`config.mk`:
```
export PLATFORM = sky130hd
export DESIGN_NAME = block_transfer_sequencer
export DESIGN_NICKNAME = d
export VERILOG_FILES = /design/src/verilog/block_transfer_pkg.sv /design/src/verilog/block_transfer_sequencer.sv
export SDC_FILE = /design/constraint.sdc
export NUM_CORES = 1
export LEC_CHECK = 0
export BUFFER_PORTS_ARGS = -buffer_cell sky130_fd_sc_hd__buf_2
export CORE_ASPECT_RATIO = 2
export CORE_MARGIN = 4
export CORE_UTILIZATION = 61
export DETAILED_ROUTE_END_ITERATION = 8
export PLACE_DENSITY = 0.87
export SETUP_SLACK_MARGIN = 0.5
export SKIP_LAST_GASP = 1
export SLEW_MARGIN = 30
export SYNTH_ARGS = -nofsm -noshare
export SYNTH_HDL_FRONTEND = slang
export SYNTH_SLANG_ARGS = --single-unit
```
`constraint.sdc`:
```
create_clock -name clk -period 19.5 [get_ports clk]
set_input_delay 1.95 -clock clk [delete_from_list [all_inputs] [get_ports clk]]
set_output_delay 1.95 -clock clk [all_outputs]
set_load 0.03 [all_outputs]
```
`src/verilog/block_transfer_pkg.sv`:
```
/*
  Constants and types for the block transfer sequencer: instruction
  field positions, transfer constants, register map and sequencer states.
  Assumes: compiled before any file that names block_transfer_pkg.
*/
`default_nettype none

package block_transfer_pkg;

  // ------------------------------------------------------------------
  // Instruction fields
  // ------------------------------------------------------------------
  localparam int          LIST_WIDTH      = 16;
  localparam int          BASE_LSB        = 16;
  localparam int          LOAD_BIT        = 20;
  localparam int          WRITEBACK_BIT   = 21;
  localparam int          PRIV_BANK_BIT   = 22;
  localparam int          UP_BIT          = 23;
  localparam int          BEFORE_BIT      = 24;
  localparam logic [3:0]  PC_INDEX        = 4'hf;

  // ------------------------------------------------------------------
  // Transfer constants
  // ------------------------------------------------------------------
  localparam logic [31:0] PC_STORE_OFFSET = 32'h0000000c;
  localparam logic [31:0] WORD_BYTES      = 32'h00000004;
  localparam logic [1:0]  REFILL_CYCLES   = 2'h2;

  // ------------------------------------------------------------------
  // Register map
  // ------------------------------------------------------------------
  localparam logic [7:0]  CTRL_OFFSET     = 8'h00;
  localparam logic [7:0]  STATUS_OFFSET   = 8'h04;
  localparam logic [7:0]  COUNT_OFFSET    = 8'h08;
  localparam int          CTRL_ENABLE_BIT = 0;
  localparam int          CTRL_LATE_BIT   = 1;
  localparam logic [1:0]  CTRL_RESET      = 2'h1;
  localparam int          STAT_BUSY_BIT   = 0;
  localparam int          STAT_ABORT_BIT  = 1;
  localparam logic [1:0]  RESP_OKAY       = 2'h0;
  localparam logic [1:0]  RESP_SLVERR     = 2'h2;

  typedef enum logic [1:0] {
    REG_CTRL   = 2'h0,
    REG_STATUS = 2'h1,
    REG_COUNT  = 2'h2,
    REG_NONE   = 2'h3
  } reg_sel_type;

  typedef enum logic [2:0] {
    ST_IDLE   = 3'h0,
    ST_SETUP  = 3'h1,
    ST_XFER   = 3'h3,
    ST_FINISH = 3'h2,
    ST_REFILL = 3'h6
  } seq_state_type;

endpackage : block_transfer_pkg

`default_nettype wire

```
`src/verilog/block_transfer_sequencer.sv`:
```
/*
  Load-multiple / store-multiple sequencer with an AXI4-Lite control port.
  Assumes: register file reads combinationally from rf_raddr, commits a
  write at the end of a cycle with rf_we high; memory answers mem_rdata and
  memory_fault_in in the same cycle as mem_req; all inputs share clk.
*/
// Contract
// - Bit i of the 16-bit list selects register i; list must be non-empty.
// - A stored program counter reads as instruction address plus twelve.
// - Registers move lowest first at lowest address; program counter last.
// - Addresses come from base, before/after and up/down bits; load bit selects.
// - Without write-back base keeps its value unless a load replaces it.
// - Unaligned base changes nothing; low address bits still driven.
// - Privileged load with program counter copies saved status into current.
// - Privileged store with program counter reads user bank; no write-back.
// - Privileged bit without program counter moves user bank registers.
// - No interlock after user-bank load; software adds a no-operation.
// - Base written back end of second cycle; store data starts then.
// - Stored base is original if first, updated if later.
// - Loaded base value beats written-back base unless the load aborts.
// - Aborts behave the same whatever late-abort select says.
// - Aborted store completes, then traps; only write-back changes state.
// - Aborted load stops register writes from the fault onward.
// - After aborted load base restored to written-back or original value.
// - Data abort trap only after aborted load completes.
// - Load n+2 cycles, with program counter n+4, store n+1.
// - Full/empty, ascending/descending stacks through before and up bits.
`default_nettype none

module block_transfer_sequencer (
  input  wire logic        clk,
  input  wire logic        reset,
  input  wire logic        instr_valid,
  input  wire logic [31:0] instr_word,
  input  wire logic [31:0] instr_addr,
  input  wire logic [31:0] base_value,
  output logic             instr_ready,
  output logic             instr_done,
  output logic             abort_trap,
  output logic [3:0]       rf_raddr,
  output logic             rf_ruser,
  input  wire logic [31:0] rf_rdata,
  output logic             rf_we,
  output logic [3:0]       rf_waddr,
  output logic [31:0]      rf_wdata,
  output logic             rf_wuser,
  output logic             status_restore,
  output logic             mem_req,
  output logic             mem_write,
  output logic [31:0]      mem_addr,
  output logic [31:0]      mem_wdata,
  input  wire logic [31:0] mem_rdata,
  input  wire logic        memory_fault_in,
  input  wire logic [7:0]  s_axi_awaddr,
  input  wire logic        s_axi_awvalid,
  output logic             s_axi_awready,
  input  wire logic [31:0] s_axi_wdata,
  input  wire logic [3:0]  s_axi_wstrb,
  input  wire logic        s_axi_wvalid,
  output logic             s_axi_wready,
  output logic [1:0]       s_axi_bresp,
  output logic             s_axi_bvalid,
  input  wire logic        s_axi_bready,
  input  wire logic [7:0]  s_axi_araddr,
  input  wire logic        s_axi_arvalid,
  output logic             s_axi_arready,
  output logic [31:0]      s_axi_rdata,
  output logic [1:0]       s_axi_rresp,
  output logic             s_axi_rvalid,
  input  wire logic        s_axi_rready
);

  // ------------------------------------------------------------------
  // Helper functions
  // ------------------------------------------------------------------
  function automatic logic [4:0] count_ones(input logic [15:0] list);
    logic [4:0] n;
    n = 5'h0;
    for (int i = 0; i < block_transfer_pkg::LIST_WIDTH; i++) begin
      n = n + {4'h0, list[i]};
    end
    return n;
  endfunction : count_ones

  function automatic logic [3:0] lowest_index(input logic [15:0] list);
    logic [3:0] idx;
    idx = 4'h0;
    for (int i = block_transfer_pkg::LIST_WIDTH - 1; i >= 0; i--) begin
      if (list[i]) begin
        idx = 4'(i);
      end
    end
    return idx;
  endfunction : lowest_index

  function automatic block_transfer_pkg::reg_sel_type reg_select(input logic [7:0] addr);
    unique case (addr)
      block_transfer_pkg::CTRL_OFFSET:   return block_transfer_pkg::REG_CTRL;
      block_transfer_pkg::STATUS_OFFSET: return block_transfer_pkg::REG_STATUS;
      block_transfer_pkg::COUNT_OFFSET:  return block_transfer_pkg::REG_COUNT;
      default:                           return block_transfer_pkg::REG_NONE;
    endcase
  endfunction : reg_select

  // ------------------------------------------------------------------
  // State
  // ------------------------------------------------------------------
  block_transfer_pkg::seq_state_type state_q;
  logic [15:0] list_q;
  logic [3:0]  cur_q;
  logic [3:0]  base_idx_q;
  logic        load_q;
  logic        wback_q;
  logic        priv_q;
  logic        user_q;
  logic        pcload_q;
  logic        abort_q;
  logic        last_abort_q;
  logic [1:0]  refill_q;
  logic [31:0] addr_q;
  logic [31:0] orig_q;
  logic [31:0] wb_q;
  logic [31:0] pc12_q;
  logic        instr_ready_q;
  logic        instr_done_q;
  logic        abort_trap_q;
  logic [3:0]  rf_raddr_q;
  logic        rf_we_q;
  logic [3:0]  rf_waddr_q;
  logic [31:0] rf_wdata_q;
  logic        rf_wuser_q;
  logic        status_restore_q;
  logic        mem_req_q;
  logic        mem_write_q;
  logic [31:0] mem_addr_q;
  logic [31:0] mem_wdata_q;
  logic [1:0]  ctrl_q;
  logic [31:0] count_q;
  logic        awready_q;
  logic        wready_q;
  logic        bvalid_q;
  logic [1:0]  bresp_q;
  logic [7:0]  awaddr_q;
  logic [31:0] wdata_q;
  logic [3:0]  wstrb_q;
  logic        arready_q;
  logic        rvalid_q;
  logic [1:0]  rresp_q;
  logic [31:0] rdata_q;

  logic        accept;
  logic        issue;
  logic        done_now;
  logic [15:0] next_list;
  logic [3:0]  next_idx;
  logic [31:0] store_data;
  logic [4:0]  in_count;
  logic [31:0] in_span;
  logic [31:0] in_low;
  logic [31:0] in_wb;

  // ------------------------------------------------------------------
  // Decode of an incoming instruction
  // ------------------------------------------------------------------
  always_comb begin
    in_count = count_ones(instr_word[15:0]);
    in_span  = {25'h0, in_count, 2'h0};
    if (instr_word[block_transfer_pkg::UP_BIT]) begin
      in_wb  = base_value + in_span;
      in_low = instr_word[block_transfer_pkg::BEFORE_BIT] ?
               base_value + block_transfer_pkg::WORD_BYTES : base_value;
    end else begin
      in_wb  = base_value - in_span;
      in_low = instr_word[block_transfer_pkg::BEFORE_BIT] ?
               in_wb : in_wb + block_transfer_pkg::WORD_BYTES;
    end
  end

  // Sequencing terms
  assign accept    = (state_q == block_transfer_pkg::ST_IDLE) && instr_valid && instr_ready_q;
  assign next_list = list_q & (list_q - 16'h0001);
  assign next_idx  = lowest_index(list_q);
  assign issue     = (state_q == block_transfer_pkg::ST_SETUP) ||
                     ((state_q == block_transfer_pkg::ST_XFER) && (list_q != 16'h0000));
  assign done_now  = ((state_q == block_transfer_pkg::ST_XFER) && (list_q == 16'h0000) && !load_q) ||
                     ((state_q == block_transfer_pkg::ST_FINISH) && !(pcload_q && !abort_q)) ||
                     ((state_q == block_transfer_pkg::ST_REFILL) && (refill_q == 2'h1));

  // Store data: program counter offset, bypassed new base, or bank read
  always_comb begin
    if (next_idx == block_transfer_pkg::PC_INDEX) begin
      store_data = pc12_q;
    end else if ((next_idx == base_idx_q) && wback_q &&
                 (state_q == block_transfer_pkg::ST_XFER)) begin
      store_data = wb_q;
    end else begin
      store_data = rf_rdata;
    end
  end

  // ------------------------------------------------------------------
  // Transfer sequencer
  // ------------------------------------------------------------------
  always_ff @(posedge clk or posedge reset) begin
    if (reset) begin
      state_q          <= block_transfer_pkg::ST_IDLE;
      list_q           <= 16'h0000;
      cur_q            <= 4'h0;
      base_idx_q       <= 4'h0;
      load_q           <= 1'b0;
      wback_q          <= 1'b0;
      priv_q           <= 1'b0;
      user_q           <= 1'b0;
      pcload_q         <= 1'b0;
      abort_q          <= 1'b0;
      last_abort_q     <= 1'b0;
      refill_q         <= 2'h0;
      addr_q           <= 32'h00000000;
      orig_q           <= 32'h00000000;
      wb_q             <= 32'h00000000;
      pc12_q           <= 32'h00000000;
      instr_ready_q    <= 1'b0;
      instr_done_q     <= 1'b0;
      abort_trap_q     <= 1'b0;
      rf_raddr_q       <= 4'h0;
      rf_we_q          <= 1'b0;
      rf_waddr_q       <= 4'h0;
      rf_wdata_q       <= 32'h00000000;
      rf_wuser_q       <= 1'b0;
      status_restore_q <= 1'b0;
      mem_req_q        <= 1'b0;
      mem_write_q      <= 1'b0;
      mem_addr_q       <= 32'h00000000;
      mem_wdata_q      <= 32'h00000000;
    end else begin
      rf_we_q          <= 1'b0;
      status_restore_q <= 1'b0;
      instr_done_q     <= 1'b0;
      abort_trap_q     <= 1'b0;
      unique case (state_q)
        block_transfer_pkg::ST_IDLE: begin
          instr_ready_q <= ctrl_q[block_transfer_pkg::CTRL_ENABLE_BIT] && !accept;
          if (accept) begin
            list_q     <= instr_word[15:0];
            base_idx_q <= instr_word[block_transfer_pkg::BASE_LSB +: 4];
            load_q     <= instr_word[block_transfer_pkg::LOAD_BIT];
            wback_q    <= instr_word[block_transfer_pkg::WRITEBACK_BIT];
            priv_q     <= instr_word[block_transfer_pkg::PRIV_BANK_BIT];
            user_q     <= instr_word[block_transfer_pkg::PRIV_BANK_BIT] &&
                          !(instr_word[block_transfer_pkg::LOAD_BIT] && instr_word[15]);
            pcload_q   <= instr_word[block_transfer_pkg::LOAD_BIT] && instr_word[15];
            abort_q    <= 1'b0;
            addr_q     <= in_low;
            orig_q     <= base_value;
            wb_q       <= in_wb;
            pc12_q     <= instr_addr + block_transfer_pkg::PC_STORE_OFFSET;
            rf_raddr_q <= lowest_index(instr_word[15:0]);
            state_q    <= block_transfer_pkg::ST_SETUP;
          end
        end
        block_transfer_pkg::ST_SETUP: begin
          // Base write-back lands at the end of the second cycle
          rf_we_q    <= wback_q;
          rf_waddr_q <= base_idx_q;
          rf_wdata_q <= wb_q;
          rf_wuser_q <= 1'b0;
          state_q    <= block_transfer_pkg::ST_XFER;
        end
        block_transfer_pkg::ST_XFER: begin
          // Fault sampled on every transfer, same path whatever the late-abort bit
          if (load_q) begin
            if (memory_fault_in || abort_q) begin
              abort_q <= 1'b1;
            end else begin
              rf_we_q          <= 1'b1;
              rf_waddr_q       <= cur_q;
              rf_wdata_q       <= mem_rdata;
              rf_wuser_q       <= user_q;
              status_restore_q <= (cur_q == block_transfer_pkg::PC_INDEX) && priv_q;
            end
          end else if (memory_fault_in) begin
            abort_q <= 1'b1;
          end
          if ((list_q == 16'h0000) && load_q) begin
            state_q <= block_transfer_pkg::ST_FINISH;
          end
        end
        block_transfer_pkg::ST_FINISH: begin
          if (abort_q) begin
            rf_we_q    <= 1'b1;
            rf_waddr_q <= base_idx_q;
            rf_wdata_q <= wback_q ? wb_q : orig_q;
            rf_wuser_q <= 1'b0;
          end else if (pcload_q) begin
            refill_q <= block_transfer_pkg::REFILL_CYCLES;
            state_q  <= block_transfer_pkg::ST_REFILL;
          end
        end
        block_transfer_pkg::ST_REFILL: begin
          refill_q <= refill_q - 2'h1;
        end
        default: begin
          state_q <= block_transfer_pkg::ST_IDLE;
        end
      endcase
      // Issue one transfer per cycle; stores keep going after a fault
      if (issue) begin
        mem_req_q   <= 1'b1;
        mem_write_q <= !load_q;
        mem_addr_q  <= addr_q;
        mem_wdata_q <= store_data;
        cur_q       <= next_idx;
        list_q      <= next_list;
        addr_q      <= addr_q + block_transfer_pkg::WORD_BYTES;
        rf_raddr_q  <= lowest_index(next_list);
      end else begin
        mem_req_q   <= 1'b0;
      end
      // Trap only once the whole instruction has run
      if (done_now) begin
        state_q       <= block_transfer_pkg::ST_IDLE;
        instr_done_q  <= 1'b1;
        abort_trap_q  <= abort_q || (!load_q && memory_fault_in);
        last_abort_q  <= abort_q || (!load_q && memory_fault_in);
        instr_ready_q <= ctrl_q[block_transfer_pkg::CTRL_ENABLE_BIT];
      end
    end
  end

  // ------------------------------------------------------------------
  // Control register and completion counter
  // ------------------------------------------------------------------
  always_ff @(posedge clk or posedge reset) begin
    if (reset) begin
      ctrl_q <= block_transfer_pkg::CTRL_RESET;
    end else if (!awready_q && !wready_q && !bvalid_q && wstrb_q[0] &&
                 (reg_select(awaddr_q) == block_transfer_pkg::REG_CTRL)) begin
      ctrl_q <= wdata_q[1:0];                                        // Late-abort bit is stored only
    end
  end

  always_ff @(posedge clk or posedge reset) begin
    if (reset) begin
      count_q <= 32'h00000000;
    end else if (instr_done_q) begin
      count_q <= count_q + 32'h00000001;
    end
  end

  // ------------------------------------------------------------------
  // AXI4-Lite write channel: address and data taken in either order
  // ------------------------------------------------------------------
  always_ff @(posedge clk or posedge reset) begin
    if (reset) begin
      awready_q <= 1'b1;
      wready_q  <= 1'b1;
      bvalid_q  <= 1'b0;
      bresp_q   <= block_transfer_pkg::RESP_OKAY;
      awaddr_q  <= 8'h00;
      wdata_q   <= 32'h00000000;
      wstrb_q   <= 4'h0;
    end else begin
      if (awready_q && s_axi_awvalid) begin
        awready_q <= 1'b0;
        awaddr_q  <= s_axi_awaddr;
      end
      if (wready_q && s_axi_wvalid) begin
        wready_q <= 1'b0;
        wdata_q  <= s_axi_wdata;
        wstrb_q  <= s_axi_wstrb;
      end
      if (!awready_q && !wready_q && !bvalid_q) begin
        bvalid_q <= 1'b1;
        bresp_q  <= (reg_select(awaddr_q) == block_transfer_pkg::REG_NONE) ?
                    block_transfer_pkg::RESP_SLVERR : block_transfer_pkg::RESP_OKAY;
      end
      if (bvalid_q && s_axi_bready) begin
        bvalid_q  <= 1'b0;
        awready_q <= 1'b1;
        wready_q  <= 1'b1;
      end
    end
  end

  // ------------------------------------------------------------------
  // AXI4-Lite read channel
  // ------------------------------------------------------------------
  always_ff @(posedge clk or posedge reset) begin
    if (reset) begin
      arready_q <= 1'b1;
      rvalid_q  <= 1'b0;
      rresp_q   <= block_transfer_pkg::RESP_OKAY;
      rdata_q   <= 32'h00000000;
    end else if (arready_q && s_axi_arvalid) begin
      arready_q <= 1'b0;
      rvalid_q  <= 1'b1;
      rresp_q   <= block_transfer_pkg::RESP_OKAY;
      unique case (reg_select(s_axi_araddr))
        block_transfer_pkg::REG_CTRL:   rdata_q <= {30'h0, ctrl_q};
        block_transfer_pkg::REG_STATUS: rdata_q <= {30'h0, last_abort_q,
                                                    state_q != block_transfer_pkg::ST_IDLE};
        block_transfer_pkg::REG_COUNT:  rdata_q <= count_q;
        block_transfer_pkg::REG_NONE: begin
          rdata_q <= 32'h00000000;
          rresp_q <= block_transfer_pkg::RESP_SLVERR;
        end
      endcase
    end else if (rvalid_q && s_axi_rready) begin
      rvalid_q  <= 1'b0;
      arready_q <= 1'b1;
    end
  end

  // ------------------------------------------------------------------
  // Outputs straight from flip-flops
  // ------------------------------------------------------------------
  assign instr_ready    = instr_ready_q;
  assign instr_done     = instr_done_q;
  assign abort_trap     = abort_trap_q;
  assign rf_raddr       = rf_raddr_q;
  assign rf_ruser       = user_q;
  assign rf_we          = rf_we_q;
  assign rf_waddr       = rf_waddr_q;
  assign rf_wdata       = rf_wdata_q;
  assign rf_wuser       = rf_wuser_q;
  assign status_restore = status_restore_q;
  assign mem_req        = mem_req_q;
  assign mem_write      = mem_write_q;
  assign mem_addr       = mem_addr_q;
  assign mem_wdata      = mem_wdata_q;
  assign s_axi_awready  = awready_q;
  assign s_axi_wready   = wready_q;
  assign s_axi_bvalid   = bvalid_q;
  assign s_axi_bresp    = bresp_q;
  assign s_axi_arready  = arready_q;
  assign s_axi_rvalid   = rvalid_q;
  assign s_axi_rresp    = rresp_q;
  assign s_axi_rdata    = rdata_q;

endmodule : block_transfer_sequencer

`default_nettype wire

```
==> flow_metrics.env <==
export IMPL_antenna_found_initial=17
export IMPL_met1_usage_pct=37.0
export IMPL_detail_route_antenna_nets=0
export IMPL_clock_latency_ps=610
export IMPL_area_growth_pct=14.8
export IMPL_p_int_mw=1.84
export IMPL_yosys_warnings=0
export IMPL_startpoint_type="primary input"
export IMPL_hpwlAfterDp_mm=49.0
export IMPL_drtIter0Drc=1753
export IMPL_fin_util_pct=70.8
export IMPL_slew_headroom_pct=36.1
export IMPL_cts_setup_buffers=0
export IMPL_post_cts_resized=0
export IMPL_cp_max_fo=12
export IMPL_worst_slew_pin_slew_ps=951
export IMPL_port_buffers=332
export IMPL_dieArea_um2=35700
export IMPL_drt_pre_antenna_iters=7
export IMPL_grt_pass1_wl_mm=103
export IMPL_cts_buffer_depth=3
export IMPL_setup_tns_ps=0
export IMPL_grt_max_degree=146
export IMPL_grt_use_total_pct=36.7
export IMPL_drv_slew=0
export IMPL_synthTopCellsByCount="nand2_1, dfrtp_1, nor2_1"
export IMPL_status="completed"
export IMPL_min_path_type="reg2reg"
export IMPL_synthArstFlopShare_pct=100
export IMPL_timing_critical_path_buf_inv=4
export IMPL_placeableCoreArea_um2=32200
export IMPL_met2_usage_pct=64.5
export IMPL_crit_arrival_ps=8980
export IMPL_route_detailed_drc=0
export IMPL_yosysMostFrequentCell="nand2_1"
export IMPL_p_per_area_nw_per_um2=149
export IMPL_synth_edf_count=0
export IMPL_vdd_ir_drop_max_v=0.000113
export IMPL_wire_per_inst_um=22.4
export IMPL_netlist_top_cells_area="dfrtp_1, nand2_1, xnor2_1"
export IMPL_rsz0062_at_grt="false"
export IMPL_fmax_mhz=118
export IMPL_cts_sinks=358
export IMPL_layout_drive_gt1_share_pct=18.2
export IMPL_power_frac_comb_pct=44.8
export IMPL_post_drt_via_cell_ratio=6.31
export IMPL_synth_top_cell_by_area="dfrtp_1"
export IMPL_grtUsageMet3_pct=5.43
export IMPL_cts_tree="built"
export IMPL_grt_pass1_vias=19000
export IMPL_cts_root_buf="clkbuf_16"
export IMPL_die_h_um=263
export IMPL_totalWireLength_mm=66.5
export IMPL_num_nets_final=2757
export IMPL_critPathCaptureType="flop"
export IMPL_routabilityCongestion=0.989
export IMPL_synth_flop_cell="dfrtp_1"
export IMPL_synth_cell_types=79
export IMPL_period_share_pct=43.3
export IMPL_setup_viol_count_final=0
export IMPL_rows=93
export IMPL_yosysTopAreaCellShare_pct=44.5
export IMPL_crit_type="in2reg"
export IMPL_cp_common_cell="fa_1"
export IMPL_grt_busiest_layer="met2"
export IMPL_clock_skew_final_ps=34.9
export IMPL_worst_slack_ps=11050
export IMPL_sw_frac_of_total_pct=45.6
export IMPL_initial_core_util_pct=61.7
export IMPL_synth_yosys_seq_area_share_pct=45.1
export IMPL_synth_cells=2267
export IMPL_clock_power_share_pct=18.5
export IMPL_cap_viol_max_count=0
export IMPL_crit_slowest_cell="o311ai_0"
export IMPL_num_vias=18700
export IMPL_cts_buffers=31
export IMPL_netlist_area_um2=19900
export IMPL_cts_clk_slew_worst_paths_ps=80
export IMPL_switchingPower_mw=1.55
export IMPL_pre_cts_slack_ps=10550
export IMPL_seqPwrFrac_pct=36.8
export IMPL_fin_crit_ps=8450
export IMPL_final_hold_viol_count=0
export IMPL_syn_area_per_cell_um2=8.77
export IMPL_fp_dieW_um=136
export IMPL_cts_hold_buf=0
export IMPL_htreeDepth=1
export IMPL_max_stage_delay_ps=780
export IMPL_pin_count=375
export IMPL_ys_seq_elements=358
export IMPL_cp_top_family="adder cells"
export IMPL_gr_total_overflow=0
export IMPL_p_leak_nw=10.5
export IMPL_worstPathRequired_ps=20030
export IMPL_crit_chain="buf_2 -> inv_1 -> fa_1 -> fa_1 -> fa_1 -> fa_1 -> inv_1 -> ha_1 -> fa_1 -> xor2_1 -> inv_1 -> ha_1 -> o311ai_0 -> nand2_1 -> nor3_1 -> xor2_1 -> nand4_1 -> or4_1 -> a32oi_1 -> a21o_1"
==> placed cells by master, fill, tap and decap left out, types with 11 or more instances in the layout <==
cell / netlist / routed
dfrtp_1: 354 / 354
a22o_1: 33 / 33
or3_1: 17 / 17
or4_1: 11 / 11
a21o_1: 12 / 12
nor2_1: 156 / 154
ha_1: 22 / 22
nand3_1: 102 / 101
a31oi_1: 24 / 24
fa_1: 12 / 12
o211ai_1: 41 / 41
mux2_2: 21 / 21
a222oi_1: 30 / 30
mux2i_1: 48 / 48
nand4_1: 32 / 32
buf_4: 2 / 16
inv_1: 63 / 62
a21oi_1: 95 / 95
xnor2_1: 90 / 90
nand2_1: 457 / 457
o22ai_1: 12 / 12
diode_2: 0 / 18
nor2b_1: 12 / 12
nor4_1: 35 / 32
o21ai_0: 153 / 153
buf_2: 2 / 332
clkbuf_16: 0 / 31
nor3_1: 42 / 41
xor2_1: 73 / 73
and3_1: 31 / 30
clkinv_2: 0 / 12
==> through the flow <==
stage | total power, mW | std cells | hold slack, ps | instance area (um2)
floorplan | 2.25 | 2268 | 439 | 19900
global placement | 2.69 | 2895 | 456 | 21700
detailed placement | 2.75 | 2895 | 462 | 21700
CTS | 3.38 | 2953 | 479 | 22700
global route | 3.60 | 2966 | 502 | 22800
finish | 3.39 | 2972 | 471 | 22800
==> power by group through the flow <==
| stage | Combinational, mW | Clock (mW) | Sequential, mW |
|---|---|---|---|
| after global placement | 1.45 | 0 | 1.23 |
| after global routing | 1.66 | 0.666 | 1.27 |
| after CTS | 1.51 | 0.635 | 1.24 |
| final | 1.52 | 0.626 | 1.25 |
| after detailed placement | 1.50 | 0 | 1.25 |
| after floorplan | 0.876 | 0 | 1.37 |
==> logic make-up after synthesis <==
kind of cell    Yosys count  synth area share (%)
simple gates            942                  21.4
flops                   358                  45.1
buf+inv                 216                  4.17
other cells               1                0.0189
compound gates          479                  15.7
fa+ha+maj                39                  2.84
mux                      69                  3.61
xor+xnor                163                  7.18
==> final cells by class <==
cell class | instances | area, um2
antenna | 18 | 45.0
clock buffer | 39 | 836
clock inverter | 19 | 171
fill | 2509 | 9400
inverter | 65 | 256
multi-input combinational | 1694 | 10200
sequential | 358 | 8960
tap | 427 | 534
timing repair buffer | 352 | 1850
==> metal layers <==
layer	part of all wire [%]	up-vias	wire length [um]
met3	6.6	351	4400
met2	52	960	34300
met1	31	8977	20800
met4	10	2	6980
met5	0.020	-	13
li1	-	8457	-
==> final timing paths <==
kind | startpoint | to | slack (ps) | cells past startpoint
worst max-delay path | instr_word[5] | addr_q[30] | 11050 | 20
worst min-delay path | count_q[31] | count_q[31] | 470 | 1
worst max register to register | list_q[0] | addr_q[15] | 15480 | 10
worst min register to register | count_q[31] | count_q[31] | 470 | 1
max in group asynchronous | reset | mem_wdata[26] | 16810 | 3
min in group asynchronous | reset | list_q[11] | 1460 | 2
==> flip-flops by register name, indices dropped and copies added, names as in the netlist, 2 cells and up <==
register,cells
state_q,3
addr_q,32
refill_q,2
awaddr_q,8
base_idx_q,4
rf_raddr,4
cur_q,4
s_axi_rdata,32
rf_waddr,4
pc12_q,32
wdata_q,2
mem_addr,32
count_q,32
rf_wdata,32
orig_q,32
wb_q,30
list_q,16
ctrl_q,2
mem_wdata,32
Note: power is estimated with default switching activity, not from simulation.
